File: config.mk
export PLATFORM = sky130hd
export DESIGN_NAME = osp_osc_ctrl
export DESIGN_NICKNAME = d
export VERILOG_FILES = /design/src/include/osp_pkg.sv /design/src/design/osp_osc_ctrl.sv /design/src/design/osp_tick_div.sv
export VERILOG_INCLUDE_DIRS = /design/src /design/src/include
export SDC_FILE = /design/constraint.sdc
export NUM_CORES = 1
export LEC_CHECK = 0
export BUFFER_PORTS_ARGS = -buffer_cell sky130_fd_sc_hd__buf_2
export CAP_MARGIN = 20
export CORE_MARGIN = 2
export CORE_UTILIZATION = 60
export DETAILED_ROUTE_END_ITERATION = 10
export PLACE_DENSITY = 0.79
export SLEW_MARGIN = 0
export SYNTH_ARGS = -nofsm -noshare
export SYNTH_HDL_FRONTEND = slang
export SYNTH_SLANG_ARGS = --single-unit
File: constraint.sdc
create_clock -name clk -period 10.1 [get_ports clk]
set_input_delay 0.505 -clock clk [delete_from_list [all_inputs] [get_ports clk]]
set_output_delay 0.505 -clock clk [all_outputs]
set_load 0.02 [all_outputs]
File: src/include/osp_map.svh
// Register offsets, field positions, reset values and timing counts of the oscillator block
`ifndef OSP_MAP_SVH
`define OSP_MAP_SVH

`define OSP_ADDR_OSC_CTRL 8'h00
`define OSP_ADDR_CLK_DIV 8'h04
`define OSP_ADDR_PLL_FBD 8'h08
`define OSP_ADDR_FRC_TUNE 8'h0C
`define OSP_ADDR_CFG_STAT 8'h10

`define OSP_OC_CUR_LSB 12
`define OSP_OC_NEW_LSB 8
`define OSP_OC_PLL_BIT 5
`define OSP_OC_REFUSED_BIT 3
`define OSP_OC_SWREQ_BIT 0
`define OSP_CD_FAST_RC_POSTSCALE_SEL_LSB 8
`define OSP_CD_POST_LSB 6
`define OSP_CD_PRE_LSB 0
`define OSP_CS_PMODE_LSB 0
`define OSP_CS_PINCFG_BIT 2
`define OSP_CS_INIT_LSB 3

`define OSP_CLK_DIV_RST 16'h0040
`define OSP_PLL_FBD_RST 9'h030
`define OSP_FRC_TUNE_RST 6'h00

`define OSP_SEL_FRC 3'h0
`define OSP_SEL_FRC_PLL 3'h1
`define OSP_SEL_PRI 3'h2
`define OSP_SEL_PRI_PLL 3'h3
`define OSP_SEL_SEC 3'h4
`define OSP_SEL_LOW_POWER_RC_OSC 3'h5
`define OSP_SEL_FRC_DIV16 3'h6
`define OSP_SEL_FRC_DIVN 3'h7

`define OSP_PM_EC 2'h0
`define OSP_PM_XT 2'h1
`define OSP_PM_HS 2'h2

`define OSP_POST_DIV2 2'h0
`define OSP_POST_DIV4 2'h1
`define OSP_POST_DIV8 2'h3

`define OSP_PRE_OFFSET 2
`define OSP_FBD_OFFSET 2
`define OSP_DIV16 16
`define OSP_FCY_DIV 2

`define OSP_CLK_KHZ 125000
`define OSP_FRC_KHZ 7370
`define OSP_LOW_POWER_RC_OSC_HZ 32768
`define OSP_PHASE_BITS 24
`define OSP_SWITCH_GAP 4

`endif

File: src/include/osp_pkg.sv
// Types shared by the oscillator block
package osp_pkg;

  typedef struct packed {
    logic [7:0] addr;
    logic [15:0] wdata;
    logic wr;
    logic rd;
  } osp_bus_req_t;

  typedef struct packed {
    logic [1:0] post;
    logic [4:0] pre;
    logic [8:0] fbd;
  } osp_pll_cfg_t;

  typedef enum logic [1:0] {
    OSP_RUN,
    OSP_DRAIN
  } osp_sw_state_t;

endpackage
File: src/design/osp_osc_ctrl.sv
// Oscillator source selection, fast RC postscaler, PLL and instruction clock
`timescale 1ns/1ps
`include "osp_map.svh"
module osp_osc_ctrl
  import osp_pkg::*;
#(
  parameter logic [23:0] TUNE_STEP = 24'd3864
) (
  input wire logic clk,
  input wire logic srst,
  input wire osp_bus_req_t bus,
  output logic [15:0] rdata,
  input wire logic cfg_programmed,
  input wire logic [2:0] initial_osc_sel,
  input wire logic [1:0] primary_osc_mode_sel,
  input wire logic osc_pin_function_cfg,
  input wire logic primary_tick,
  input wire logic secondary_tick,
  output logic fosc_tick,
  output logic fcy_tick,
  output logic periph_tick,
  output logic wdt_ref_tick,
  output logic fail_safe_clock_monitor_ref_tick,
  output logic [2:0] cur_osc_sel,
  output logic pll_active,
  output logic osc_out_pin_o,
  output logic osc_out_pin_oe
);

  localparam int PB = `OSP_PHASE_BITS;
  localparam logic [23:0] FRC_INC =
    24'((64'(`OSP_FRC_KHZ) << PB) / 64'(`OSP_CLK_KHZ));
  localparam logic [23:0] LOW_POWER_RC_OSC_INC =
    24'((64'(`OSP_LOW_POWER_RC_OSC_HZ) << PB) / (64'(`OSP_CLK_KHZ) * 64'd1000));

  function automatic logic [8:0] frc_post_div(input logic [2:0] code);
    unique case (code)
      3'h0: frc_post_div = 9'd1;
      3'h1: frc_post_div = 9'd2;
      3'h2: frc_post_div = 9'd4;
      3'h3: frc_post_div = 9'd8;
      3'h4: frc_post_div = 9'd16;
      3'h5: frc_post_div = 9'd32;
      3'h6: frc_post_div = 9'd64;
      3'h7: frc_post_div = 9'd256;
    endcase
  endfunction

  function automatic logic [3:0] pll_post_div(input logic [1:0] code);
    unique case (code)
      `OSP_POST_DIV2: pll_post_div = 4'd2;
      `OSP_POST_DIV8: pll_post_div = 4'd8;
      default: pll_post_div = 4'd4;
    endcase
  endfunction

  function automatic logic is_pll_sel(input logic [2:0] sel);
    is_pll_sel = (sel == `OSP_SEL_FRC_PLL) || (sel == `OSP_SEL_PRI_PLL);
  endfunction

  // Software-visible settings
  logic [15:0] clk_div_reg;
  logic [8:0] fbd_reg;
  logic [5:0] tune_reg;
  logic [2:0] new_sel_reg;
  logic swreq_reg;
  logic refused_reg;

  // Captured configuration
  logic cfg_done_reg;
  logic [2:0] init_sel_reg;
  logic [1:0] pmode_reg;
  logic pin_cfg_reg;

  // Oscillators and selection
  logic [23:0] frc_phase_reg;
  logic [23:0] low_power_rc_osc_phase_reg;
  logic frc_tick_reg;
  logic low_power_rc_osc_tick_reg;
  logic [2:0] cur_sel_reg;
  osp_sw_state_t sw_state_reg;
  logic [2:0] gap_cnt_reg;
  osp_pll_cfg_t pll_cfg_reg;
  logic [11:0] pll_acc_reg;
  logic pll_tick_reg;
  logic fcy_level_reg;

  logic wr_ctrl;
  logic req_switch;
  logic req_illegal;
  logic [23:0] frc_inc;
  logic [24:0] frc_sum;
  logic [24:0] low_power_rc_osc_sum;
  logic frc_post_tick;
  logic frc_div16_tick;
  logic fcy_div_tick;
  logic src_tick;
  logic pll_in_tick;
  logic pll_sel;
  logic [9:0] pll_m;
  logic [9:0] pll_den;
  logic pll_emit;
  logic [12:0] pll_sum;
  logic pin_free;
  logic [15:0] osc_ctrl_view;
  logic [15:0] rdata_next;

  assign wr_ctrl = bus.wr && (bus.addr == `OSP_ADDR_OSC_CTRL);
  assign req_switch = wr_ctrl && bus.wdata[`OSP_OC_SWREQ_BIT];
  assign req_illegal = req_switch && (
    (cur_sel_reg == `OSP_SEL_PRI_PLL
      && bus.wdata[`OSP_OC_NEW_LSB +: 3] == `OSP_SEL_FRC_PLL) ||
    (cur_sel_reg == `OSP_SEL_FRC_PLL
      && bus.wdata[`OSP_OC_NEW_LSB +: 3] == `OSP_SEL_PRI_PLL));

  // Register writes
  always_ff @(posedge clk)
  begin
    if (srst)
    begin
      clk_div_reg <= `OSP_CLK_DIV_RST;
      fbd_reg <= `OSP_PLL_FBD_RST;
      tune_reg <= `OSP_FRC_TUNE_RST;
    end
    else if (bus.wr)
    begin
      if (bus.addr == `OSP_ADDR_CLK_DIV)
      begin
        clk_div_reg <= bus.wdata & 16'h07DF;
      end
      if (bus.addr == `OSP_ADDR_PLL_FBD)
      begin
        fbd_reg <= bus.wdata[8:0];
      end
      if (bus.addr == `OSP_ADDR_FRC_TUNE)
      begin
        tune_reg <= bus.wdata[5:0];
      end
    end
  end

  // Refused-switch flag; a new refusal wins over a clear
  always_ff @(posedge clk)
  begin
    if (srst)
    begin
      refused_reg <= 1'b0;
    end
    else if (req_illegal)
    begin
      refused_reg <= 1'b1;
    end
    else if (wr_ctrl && bus.wdata[`OSP_OC_REFUSED_BIT])
    begin
      refused_reg <= 1'b0;
    end
  end

  // Configuration capture in the first cycle after reset
  always_ff @(posedge clk)
  begin
    if (srst)
    begin
      cfg_done_reg <= 1'b0;
      init_sel_reg <= `OSP_SEL_FRC_DIVN;
      pmode_reg <= `OSP_PM_EC;
      pin_cfg_reg <= 1'b0;
    end
    else if (!cfg_done_reg)
    begin
      cfg_done_reg <= 1'b1;
      init_sel_reg <= cfg_programmed ? initial_osc_sel : `OSP_SEL_FRC_DIVN;
      pmode_reg <= primary_osc_mode_sel;
      pin_cfg_reg <= osc_pin_function_cfg;
    end
  end

  // Source selection and switch sequence
  always_ff @(posedge clk)
  begin
    if (srst)
    begin
      cur_sel_reg <= `OSP_SEL_FRC_DIVN;
      new_sel_reg <= `OSP_SEL_FRC_DIVN;
      swreq_reg <= 1'b0;
      sw_state_reg <= OSP_RUN;
      gap_cnt_reg <= 3'd0;
    end
    else if (!cfg_done_reg)
    begin
      cur_sel_reg <= cfg_programmed ? initial_osc_sel : `OSP_SEL_FRC_DIVN;
      new_sel_reg <= cfg_programmed ? initial_osc_sel : `OSP_SEL_FRC_DIVN;
    end
    else
    begin
      if (wr_ctrl && sw_state_reg == OSP_RUN && !swreq_reg)
      begin
        new_sel_reg <= bus.wdata[`OSP_OC_NEW_LSB +: 3];
        swreq_reg <= req_switch && !req_illegal;
      end
      unique case (sw_state_reg)
        OSP_RUN:
        begin
          if (swreq_reg)
          begin
            sw_state_reg <= OSP_DRAIN;
            gap_cnt_reg <= 3'd0;
          end
        end
        OSP_DRAIN:
        begin
          if (gap_cnt_reg == 3'(`OSP_SWITCH_GAP - 1))
          begin
            cur_sel_reg <= new_sel_reg;
            swreq_reg <= 1'b0;
            sw_state_reg <= OSP_RUN;
          end
          else
          begin
            gap_cnt_reg <= gap_cnt_reg + 3'd1;
          end
        end
      endcase
    end
  end

  // Fast RC and low-power RC phase accumulators
  assign frc_inc = FRC_INC + 24'({{18{tune_reg[5]}}, tune_reg} * TUNE_STEP);
  assign frc_sum = {1'b0, frc_phase_reg} + {1'b0, frc_inc};
  assign low_power_rc_osc_sum = {1'b0, low_power_rc_osc_phase_reg} + {1'b0, LOW_POWER_RC_OSC_INC};

  always_ff @(posedge clk)
  begin
    if (srst)
    begin
      frc_phase_reg <= 24'h000000;
      low_power_rc_osc_phase_reg <= 24'h000000;
      frc_tick_reg <= 1'b0;
      low_power_rc_osc_tick_reg <= 1'b0;
    end
    else
    begin
      frc_phase_reg <= frc_sum[23:0];
      frc_tick_reg <= frc_sum[24];
      low_power_rc_osc_phase_reg <= low_power_rc_osc_sum[23:0];
      low_power_rc_osc_tick_reg <= low_power_rc_osc_sum[24];
    end
  end

  osp_tick_div #(.W(9)) u_frc_post (
    .clk(clk),
    .srst(srst),
    .tick_in(frc_tick_reg),
    .div(frc_post_div(clk_div_reg[`OSP_CD_FAST_RC_POSTSCALE_SEL_LSB +: 3])),
    .tick_out(frc_post_tick)
  );

  osp_tick_div #(.W(9)) u_frc_div16 (
    .clk(clk),
    .srst(srst),
    .tick_in(frc_tick_reg),
    .div(9'(`OSP_DIV16)),
    .tick_out(frc_div16_tick)
  );

  // PLL input and held settings
  assign pll_sel = is_pll_sel(cur_sel_reg);

  always_comb
  begin
    pll_in_tick = 1'b0;
    if (cur_sel_reg == `OSP_SEL_PRI_PLL)
    begin
      pll_in_tick = primary_tick;
    end
    else if (cur_sel_reg == `OSP_SEL_FRC_PLL)
    begin
      pll_in_tick = frc_tick_reg;
    end
  end

  always_ff @(posedge clk)
  begin
    if (srst)
    begin
      pll_cfg_reg <= '{post: 2'(`OSP_CLK_DIV_RST >> `OSP_CD_POST_LSB),
        pre: 5'(`OSP_CLK_DIV_RST >> `OSP_CD_PRE_LSB), fbd: `OSP_PLL_FBD_RST};
    end
    else if (!pll_sel || sw_state_reg == OSP_DRAIN)
    begin
      pll_cfg_reg.post <= clk_div_reg[`OSP_CD_POST_LSB +: 2];
      pll_cfg_reg.pre <= clk_div_reg[`OSP_CD_PRE_LSB +: 5];
      pll_cfg_reg.fbd <= fbd_reg;
    end
  end

  assign pll_m = {1'b0, pll_cfg_reg.fbd} + 10'(`OSP_FBD_OFFSET);
  assign pll_den = ({5'h00, pll_cfg_reg.pre} + 10'(`OSP_PRE_OFFSET))
    * {6'h00, pll_post_div(pll_cfg_reg.post)};
  assign pll_emit = ({2'b00, pll_acc_reg} >= {4'h0, pll_den});
  assign pll_sum = {1'b0, pll_acc_reg} + (pll_in_tick ? {3'b000, pll_m} : 13'h0000)
    - (pll_emit ? {3'b000, pll_den} : 13'h0000);

  // Output rate is input rate times M over N1*N2
  always_ff @(posedge clk)
  begin
    if (srst || !pll_sel)
    begin
      pll_acc_reg <= 12'h000;
      pll_tick_reg <= 1'b0;
    end
    else
    begin
      pll_acc_reg <= pll_sum[12] ? 12'hFFF : pll_sum[11:0];
      pll_tick_reg <= pll_emit;
    end
  end

  // Source decode
  always_comb
  begin
    unique case (cur_sel_reg)
      `OSP_SEL_FRC: src_tick = frc_tick_reg;
      `OSP_SEL_FRC_PLL: src_tick = pll_tick_reg;
      `OSP_SEL_PRI: src_tick = primary_tick;
      `OSP_SEL_PRI_PLL: src_tick = pll_tick_reg;
      `OSP_SEL_SEC: src_tick = secondary_tick;
      `OSP_SEL_LOW_POWER_RC_OSC: src_tick = low_power_rc_osc_tick_reg;
      `OSP_SEL_FRC_DIV16: src_tick = frc_div16_tick;
      `OSP_SEL_FRC_DIVN: src_tick = frc_post_tick;
    endcase
  end

  always_ff @(posedge clk)
  begin
    if (srst)
    begin
      fosc_tick <= 1'b0;
    end
    else
    begin
      fosc_tick <= src_tick && sw_state_reg == OSP_RUN && cfg_done_reg;
    end
  end

  osp_tick_div #(.W(2)) u_fcy (
    .clk(clk),
    .srst(srst),
    .tick_in(fosc_tick),
    .div(2'(`OSP_FCY_DIV)),
    .tick_out(fcy_div_tick)
  );

  // Derived clocks and references
  always_ff @(posedge clk)
  begin
    if (srst)
    begin
      fcy_tick <= 1'b0;
      periph_tick <= 1'b0;
      wdt_ref_tick <= 1'b0;
      fail_safe_clock_monitor_ref_tick <= 1'b0;
      cur_osc_sel <= `OSP_SEL_FRC_DIVN;
      pll_active <= 1'b0;
    end
    else
    begin
      fcy_tick <= fcy_div_tick;
      periph_tick <= fcy_div_tick;
      wdt_ref_tick <= low_power_rc_osc_tick_reg;
      fail_safe_clock_monitor_ref_tick <= low_power_rc_osc_tick_reg;
      cur_osc_sel <= cur_sel_reg;
      pll_active <= pll_sel;
    end
  end

  // Oscillator output pin: primary sources in a non-EC mode own it, else clock out or released
  assign pin_free = !((cur_sel_reg == `OSP_SEL_PRI || cur_sel_reg == `OSP_SEL_PRI_PLL)
    && pmode_reg != `OSP_PM_EC);

  always_ff @(posedge clk)
  begin
    if (srst)
    begin
      fcy_level_reg <= 1'b0;
      osc_out_pin_o <= 1'b0;
      osc_out_pin_oe <= 1'b0;
    end
    else
    begin
      if (fcy_div_tick)
      begin
        fcy_level_reg <= !fcy_level_reg;
      end
      osc_out_pin_o <= fcy_level_reg;
      osc_out_pin_oe <= pin_free && !pin_cfg_reg;
    end
  end

  // Read path
  always_comb
  begin
    osc_ctrl_view = 16'h0000;
    osc_ctrl_view[`OSP_OC_CUR_LSB +: 3] = cur_sel_reg;
    osc_ctrl_view[`OSP_OC_NEW_LSB +: 3] = new_sel_reg;
    osc_ctrl_view[`OSP_OC_PLL_BIT] = pll_sel;
    osc_ctrl_view[`OSP_OC_REFUSED_BIT] = refused_reg;
    osc_ctrl_view[`OSP_OC_SWREQ_BIT] = swreq_reg;
    rdata_next = 16'h0000;
    unique case (bus.addr)
      `OSP_ADDR_OSC_CTRL: rdata_next = osc_ctrl_view;
      `OSP_ADDR_CLK_DIV: rdata_next = clk_div_reg;
      `OSP_ADDR_PLL_FBD: rdata_next = {7'h00, fbd_reg};
      `OSP_ADDR_FRC_TUNE: rdata_next = {10'h000, tune_reg};
      `OSP_ADDR_CFG_STAT: rdata_next = {10'h000, init_sel_reg, pin_cfg_reg, pmode_reg};
      default: rdata_next = 16'h0000;
    endcase
  end

  always_ff @(posedge clk)
  begin
    if (srst)
    begin
      rdata <= 16'h0000;
    end
    else
    begin
      rdata <= bus.rd ? rdata_next : 16'h0000;
    end
  end

endmodule

File: src/design/osp_tick_div.sv
// Programmable divider of a one-cycle tick stream
`timescale 1ns/1ps
module osp_tick_div #(
  parameter int W = 9
) (
  input wire logic clk,
  input wire logic srst,
  input wire logic tick_in,
  input wire logic [W-1:0] div,
  output logic tick_out
);

  logic [W-1:0] count_reg;
  logic last;

  // A divisor of zero behaves as one
  assign last = (div == '0) || (count_reg >= div - W'(1));

  always_ff @(posedge clk)
  begin
    if (srst)
    begin
      count_reg <= '0;
      tick_out <= 1'b0;
    end
    else if (tick_in)
    begin
      count_reg <= last ? '0 : count_reg + W'(1);
      tick_out <= last;
    end
    else
    begin
      tick_out <= 1'b0;
    end
  end

endmodule

==> summary.txt <==
Outcome
  – Status: completed

Floorplan
  – Die Y-Extent: 138.8 um
  – Starting Density: 0.6090
  – I/O pin count: 64
  – Row Count: 49
  – Die X: 138.8 um
  – Die area: 19,270 um2
  – Core area: 17,900 um2

Placed design
  – IO Port Bufs: 56
  – DP Wirelength: 17,360 um
  – Post-Place Setup Slack: 3.065 ns
  – Routability cong.: between 0.9 and 1
  – Post-Place Cells: approximately 1,500

Logic synthesis
  – Number of synthesized flops with an enable pin: 0
  – Combinational family with the most area after synthesis: adder cells
  – Simple-gate share of the synthesized area: 0.1900
  – Synth Cell Area: 10,900 um2
  – Most used DFF post-synth: dfxtp_1
  – XOR/XNOR Fraction of Synth Area: 0.08033
  – Async set-reset flop share out of synthesis: 0
  – Synth Instances: 1,264
  – Mux cell area share after synthesis: 0.02180
  – Syn Area/Cell: roughly 8.6 um2
  – Area share of fa/ha/maj cells after synthesis: 0.1921
  – Register bit total from synthesis: 174
  – Count of cell types in the netlist: 71
  – Compound-Gate Fraction of Synth Area: 0.1461
  – Sequential fraction of the synthesis area: 0.3195
  – Synth warnings: 0

Drt
  – Pre-Repair DR Iteration Count: 5
  – Top routing layer in use: met4
  – DRC: 0
  – Iter 0 DRT Violations: 362
  – Via Count: 8,809
  – Antenna Violating Nets Remaining: 0
  – WL met3: 899 um
  – Drt via density: 5.702
  – WL met1: 10,280 um
  – Final WL: 23,560 um
  – Mean routed wirelength per cell: between 15 and 20 um
  – Met2 Wirelength: 11,940 um

Worst setup path
  – CP startpoint: pll_cfg_reg[10]
  – Worst path arrival time: around 7.3 ns
  – Buf+Inv Stages, Crit Path: 1
  – CP required: between 10 and 15 ns
  – Stages on worst setup path: 26
  – CP dominant cell by count: ha_1
  – R2R Path Start: pll_cfg_reg[10]
  – CP top delay family: adder cells
  – Startpoint types: flip-flop
  – Setup Crit Path Kind: flip-flop to flip-flop
  – Reg2Reg Depth: 26
  – CP max stage delay: 0.84 ns
  – CP Capture Type: flip-flop
  – Worst Path Max Fanout: 12
  – CP max stage cell: xnor2_1

Global routing
  – Vias in the first global route: 8,505
  – GRT Total Usage: 0.2452
  – Largest net degree at the start of global routing: 89
  – Grt ovf: 0
  – First-pass GRT wire length: 39,140 um
  – Initial antenna violation count: 0

Timing
  – Fmax: 0.1420 GHz
  – Hold Vio Cnt, Final: 0
  – Skew final: 0.01129 ns
  – Final setup viols: 0
  – Normalized max-slew margin: 0.2846
  – RSZ-0062 raised after global routing: no
  – Final Max Tran Viols: 0
  – Setup ws final: 3.055 ns
  – Total negative slack: 0 ns
  – Hold slack: 0.3270 ns
  – Slew of the pin with the lowest slew margin: about 1.1 ns
  – Final min period: 7.045 ns
  – Final Cycle Share: 0.6975

Power
  – Leakage: 5.507 nW
  – Power per cell area: 142.0 nW/um2
  – Worst vdd ir: between 0.00015 and 0.0002 V

Clocking
  – Clock-pin slew on the worst setup and hold paths: around 0.070 ns
  – TritonCTS clock tree: done
  – Maximum clock path buffer count: 2
  – Clock Latency Late Sink: between 0.4 and 0.5 ns
  – H-tree lvl count: 4
  – CTS Sinks: 174
  – CTS Hold Bufs: 0
  – Post_cts resized: 0
  – Post CTS Setup Buffer Count: 0
  – Clock root cell: clkbuf_16
  – Clock buffer count from CTS: 17

Layout
  – Diodes inserted: 0
  – Final core occ: 0.6675
  – Area grow syn2layout: 9.605%
  – Fin cells: between 1,500 and 2,000
  – Nets: 1,490
  – Layout cells sized above 1: 0.08967
  – Layout filler cell count: about 1,400
  – Max reg flops: 23

Worst hold path
  – Worst hold path class: primary input to flip-flop
  – Worst hold start: bus[8]
  – Hold Crit Depth: 3

Run
  – Max_cap viols: 0
-- worst paths after layout --
check,end,slack (ns)
setup / recovery,pll_acc_reg[3],3.06
setup reg to reg,pll_acc_reg[3],3.06
hold reg to reg,pll_cfg_reg[0],0.46
hold / removal,clk_div_reg[6],0.33
-- cell families (layout without fill, tap and decap cells) --
logic type | count (synthesis) | count (layout)
fa+ha+maj | 150 | 150
other cells | 1 | 2
mux | 22 | 22
compound gates | 242 | 242
simple gates | 436 | 436
xor+xnor | 100 | 100
buf+inv | 139 | 190
flops | 174 | 174
-- cell type report --
| class | instances | area [um2] | share of cell area |
|---|---|---|---|
| flip-flops and latches | 174 | 3483 | 0.2915 |
| well taps | 229 | 286.5 | 0.02398 |
| inverters | 99 | 371.6 | 0.03110 |
| multi-input cells | 952 | 6880 | 0.5758 |
| repair buffers | 59 | 305.3 | 0.02555 |
| clock buffers | 19 | 452.9 | 0.03790 |
| clock inverters | 13 | 170.2 | 0.01424 |
-- metal layers --
layer,vias up,track usage
met5,-,0
met4,0,0.08612
met3,34,0.03902
met2,175,0.4415
met1,4167,0.2972
li1,4433,-
-- power by group --
| part | switching, mW | internal [mW] | leakage [nW] |
|---|---|---|---|
| combinational | 0.165 | 0.114 | 3.79 |
| clock | 0.298 | 0.389 | 0.304 |
| sequential | 0.0188 | 0.712 | 1.41 |
-- metrics by stage --
step,power [mW],cell area [um2]
detailed placement,1.020,11330
CTS,1.702,11950
global route,1.770,11950
finish,1.696,11950
global placement,1.014,11330
floorplan,0.9620,10910
-- worst min-delay path: cells and delay by family --
family                 cells  cell delay (ns)
AND/OR/NAND/NOR            2             0.12
buffers and inverters      1             0.10
-- cells in the mapped netlist, types with 3 or more instances --
library cell	instances	area, um2
o211ai_1	8	60.06
mux2i_1	17	170.2
a21oi_1	90	450.4
nor2b_1	18	112.6
xor2_1	62	543.0
a22oi_1	7	52.55
nand4_1	14	87.58
o21a_1	5	37.54
a222oi_1	3	30.03
a211oi_1	16	120.1
and2_1	17	106.4
a41oi_1	4	35.03
nand2_1	133	499.2
or3_1	7	43.79
or2_2	9	56.30
nor3b_1	10	75.07
xnor2_1	38	332.8
nor4b_1	4	35.03
ha_1	121	1514
inv_1	98	367.9
nand2b_1	12	75.07
fa_1	29	580.6
and3_1	16	100.1
dfxtp_1	174	3483
a211o_1	4	35.03
o21bai_1	6	45.04
a311oi_1	4	35.03
a221oi_1	6	52.55
nand3_1	45	225.2
o21ai_1	4	20.02
a21o_1	27	202.7
buf_1	8	30.03
nor2_1	119	446.7
nor3_1	20	100.1
o31ai_1	3	22.52
a31oi_1	9	56.30
buf_4	5	37.54
mux2_2	4	45.04
a31o_2	4	35.03
o21ai_0	25	125.1
clkbuf_1	25	93.84
-- cell usage in the layout, fill, tap and decap left out, drive strengths merged, types with 4 or more instances in the layout --
| cell | n |
|---|---|
| a211o | 4 |
| a211oi | 16 |
| a21o | 27 |
| a21oi | 90 |
| a221oi | 6 |
| a22oi | 7 |
| a311oi | 4 |
| a31o | 4 |
| a31oi | 9 |
| a41oi | 4 |
| and2 | 17 |
| and3 | 16 |
| buf | 59 |
| clkbuf | 19 |
| dfxtp | 174 |
| fa | 29 |
| ha | 121 |
| inv | 106 |
| mux2 | 4 |
| mux2i | 17 |
| nand2 | 134 |
| nand2b | 12 |
| nand3 | 45 |
| nand4 | 14 |
| nor2 | 120 |
| nor2b | 18 |
| nor3 | 21 |
| nor3b | 10 |
| nor4b | 4 |
| o211ai | 8 |
| o21a | 5 |
| o21ai | 29 |
| o21bai | 6 |
| o31ai | 4 |
| or2 | 10 |
| or3 | 7 |
| xnor2 | 38 |
| xor2 | 62 |
No activity file was read; power rests on OpenSTA's default activity.
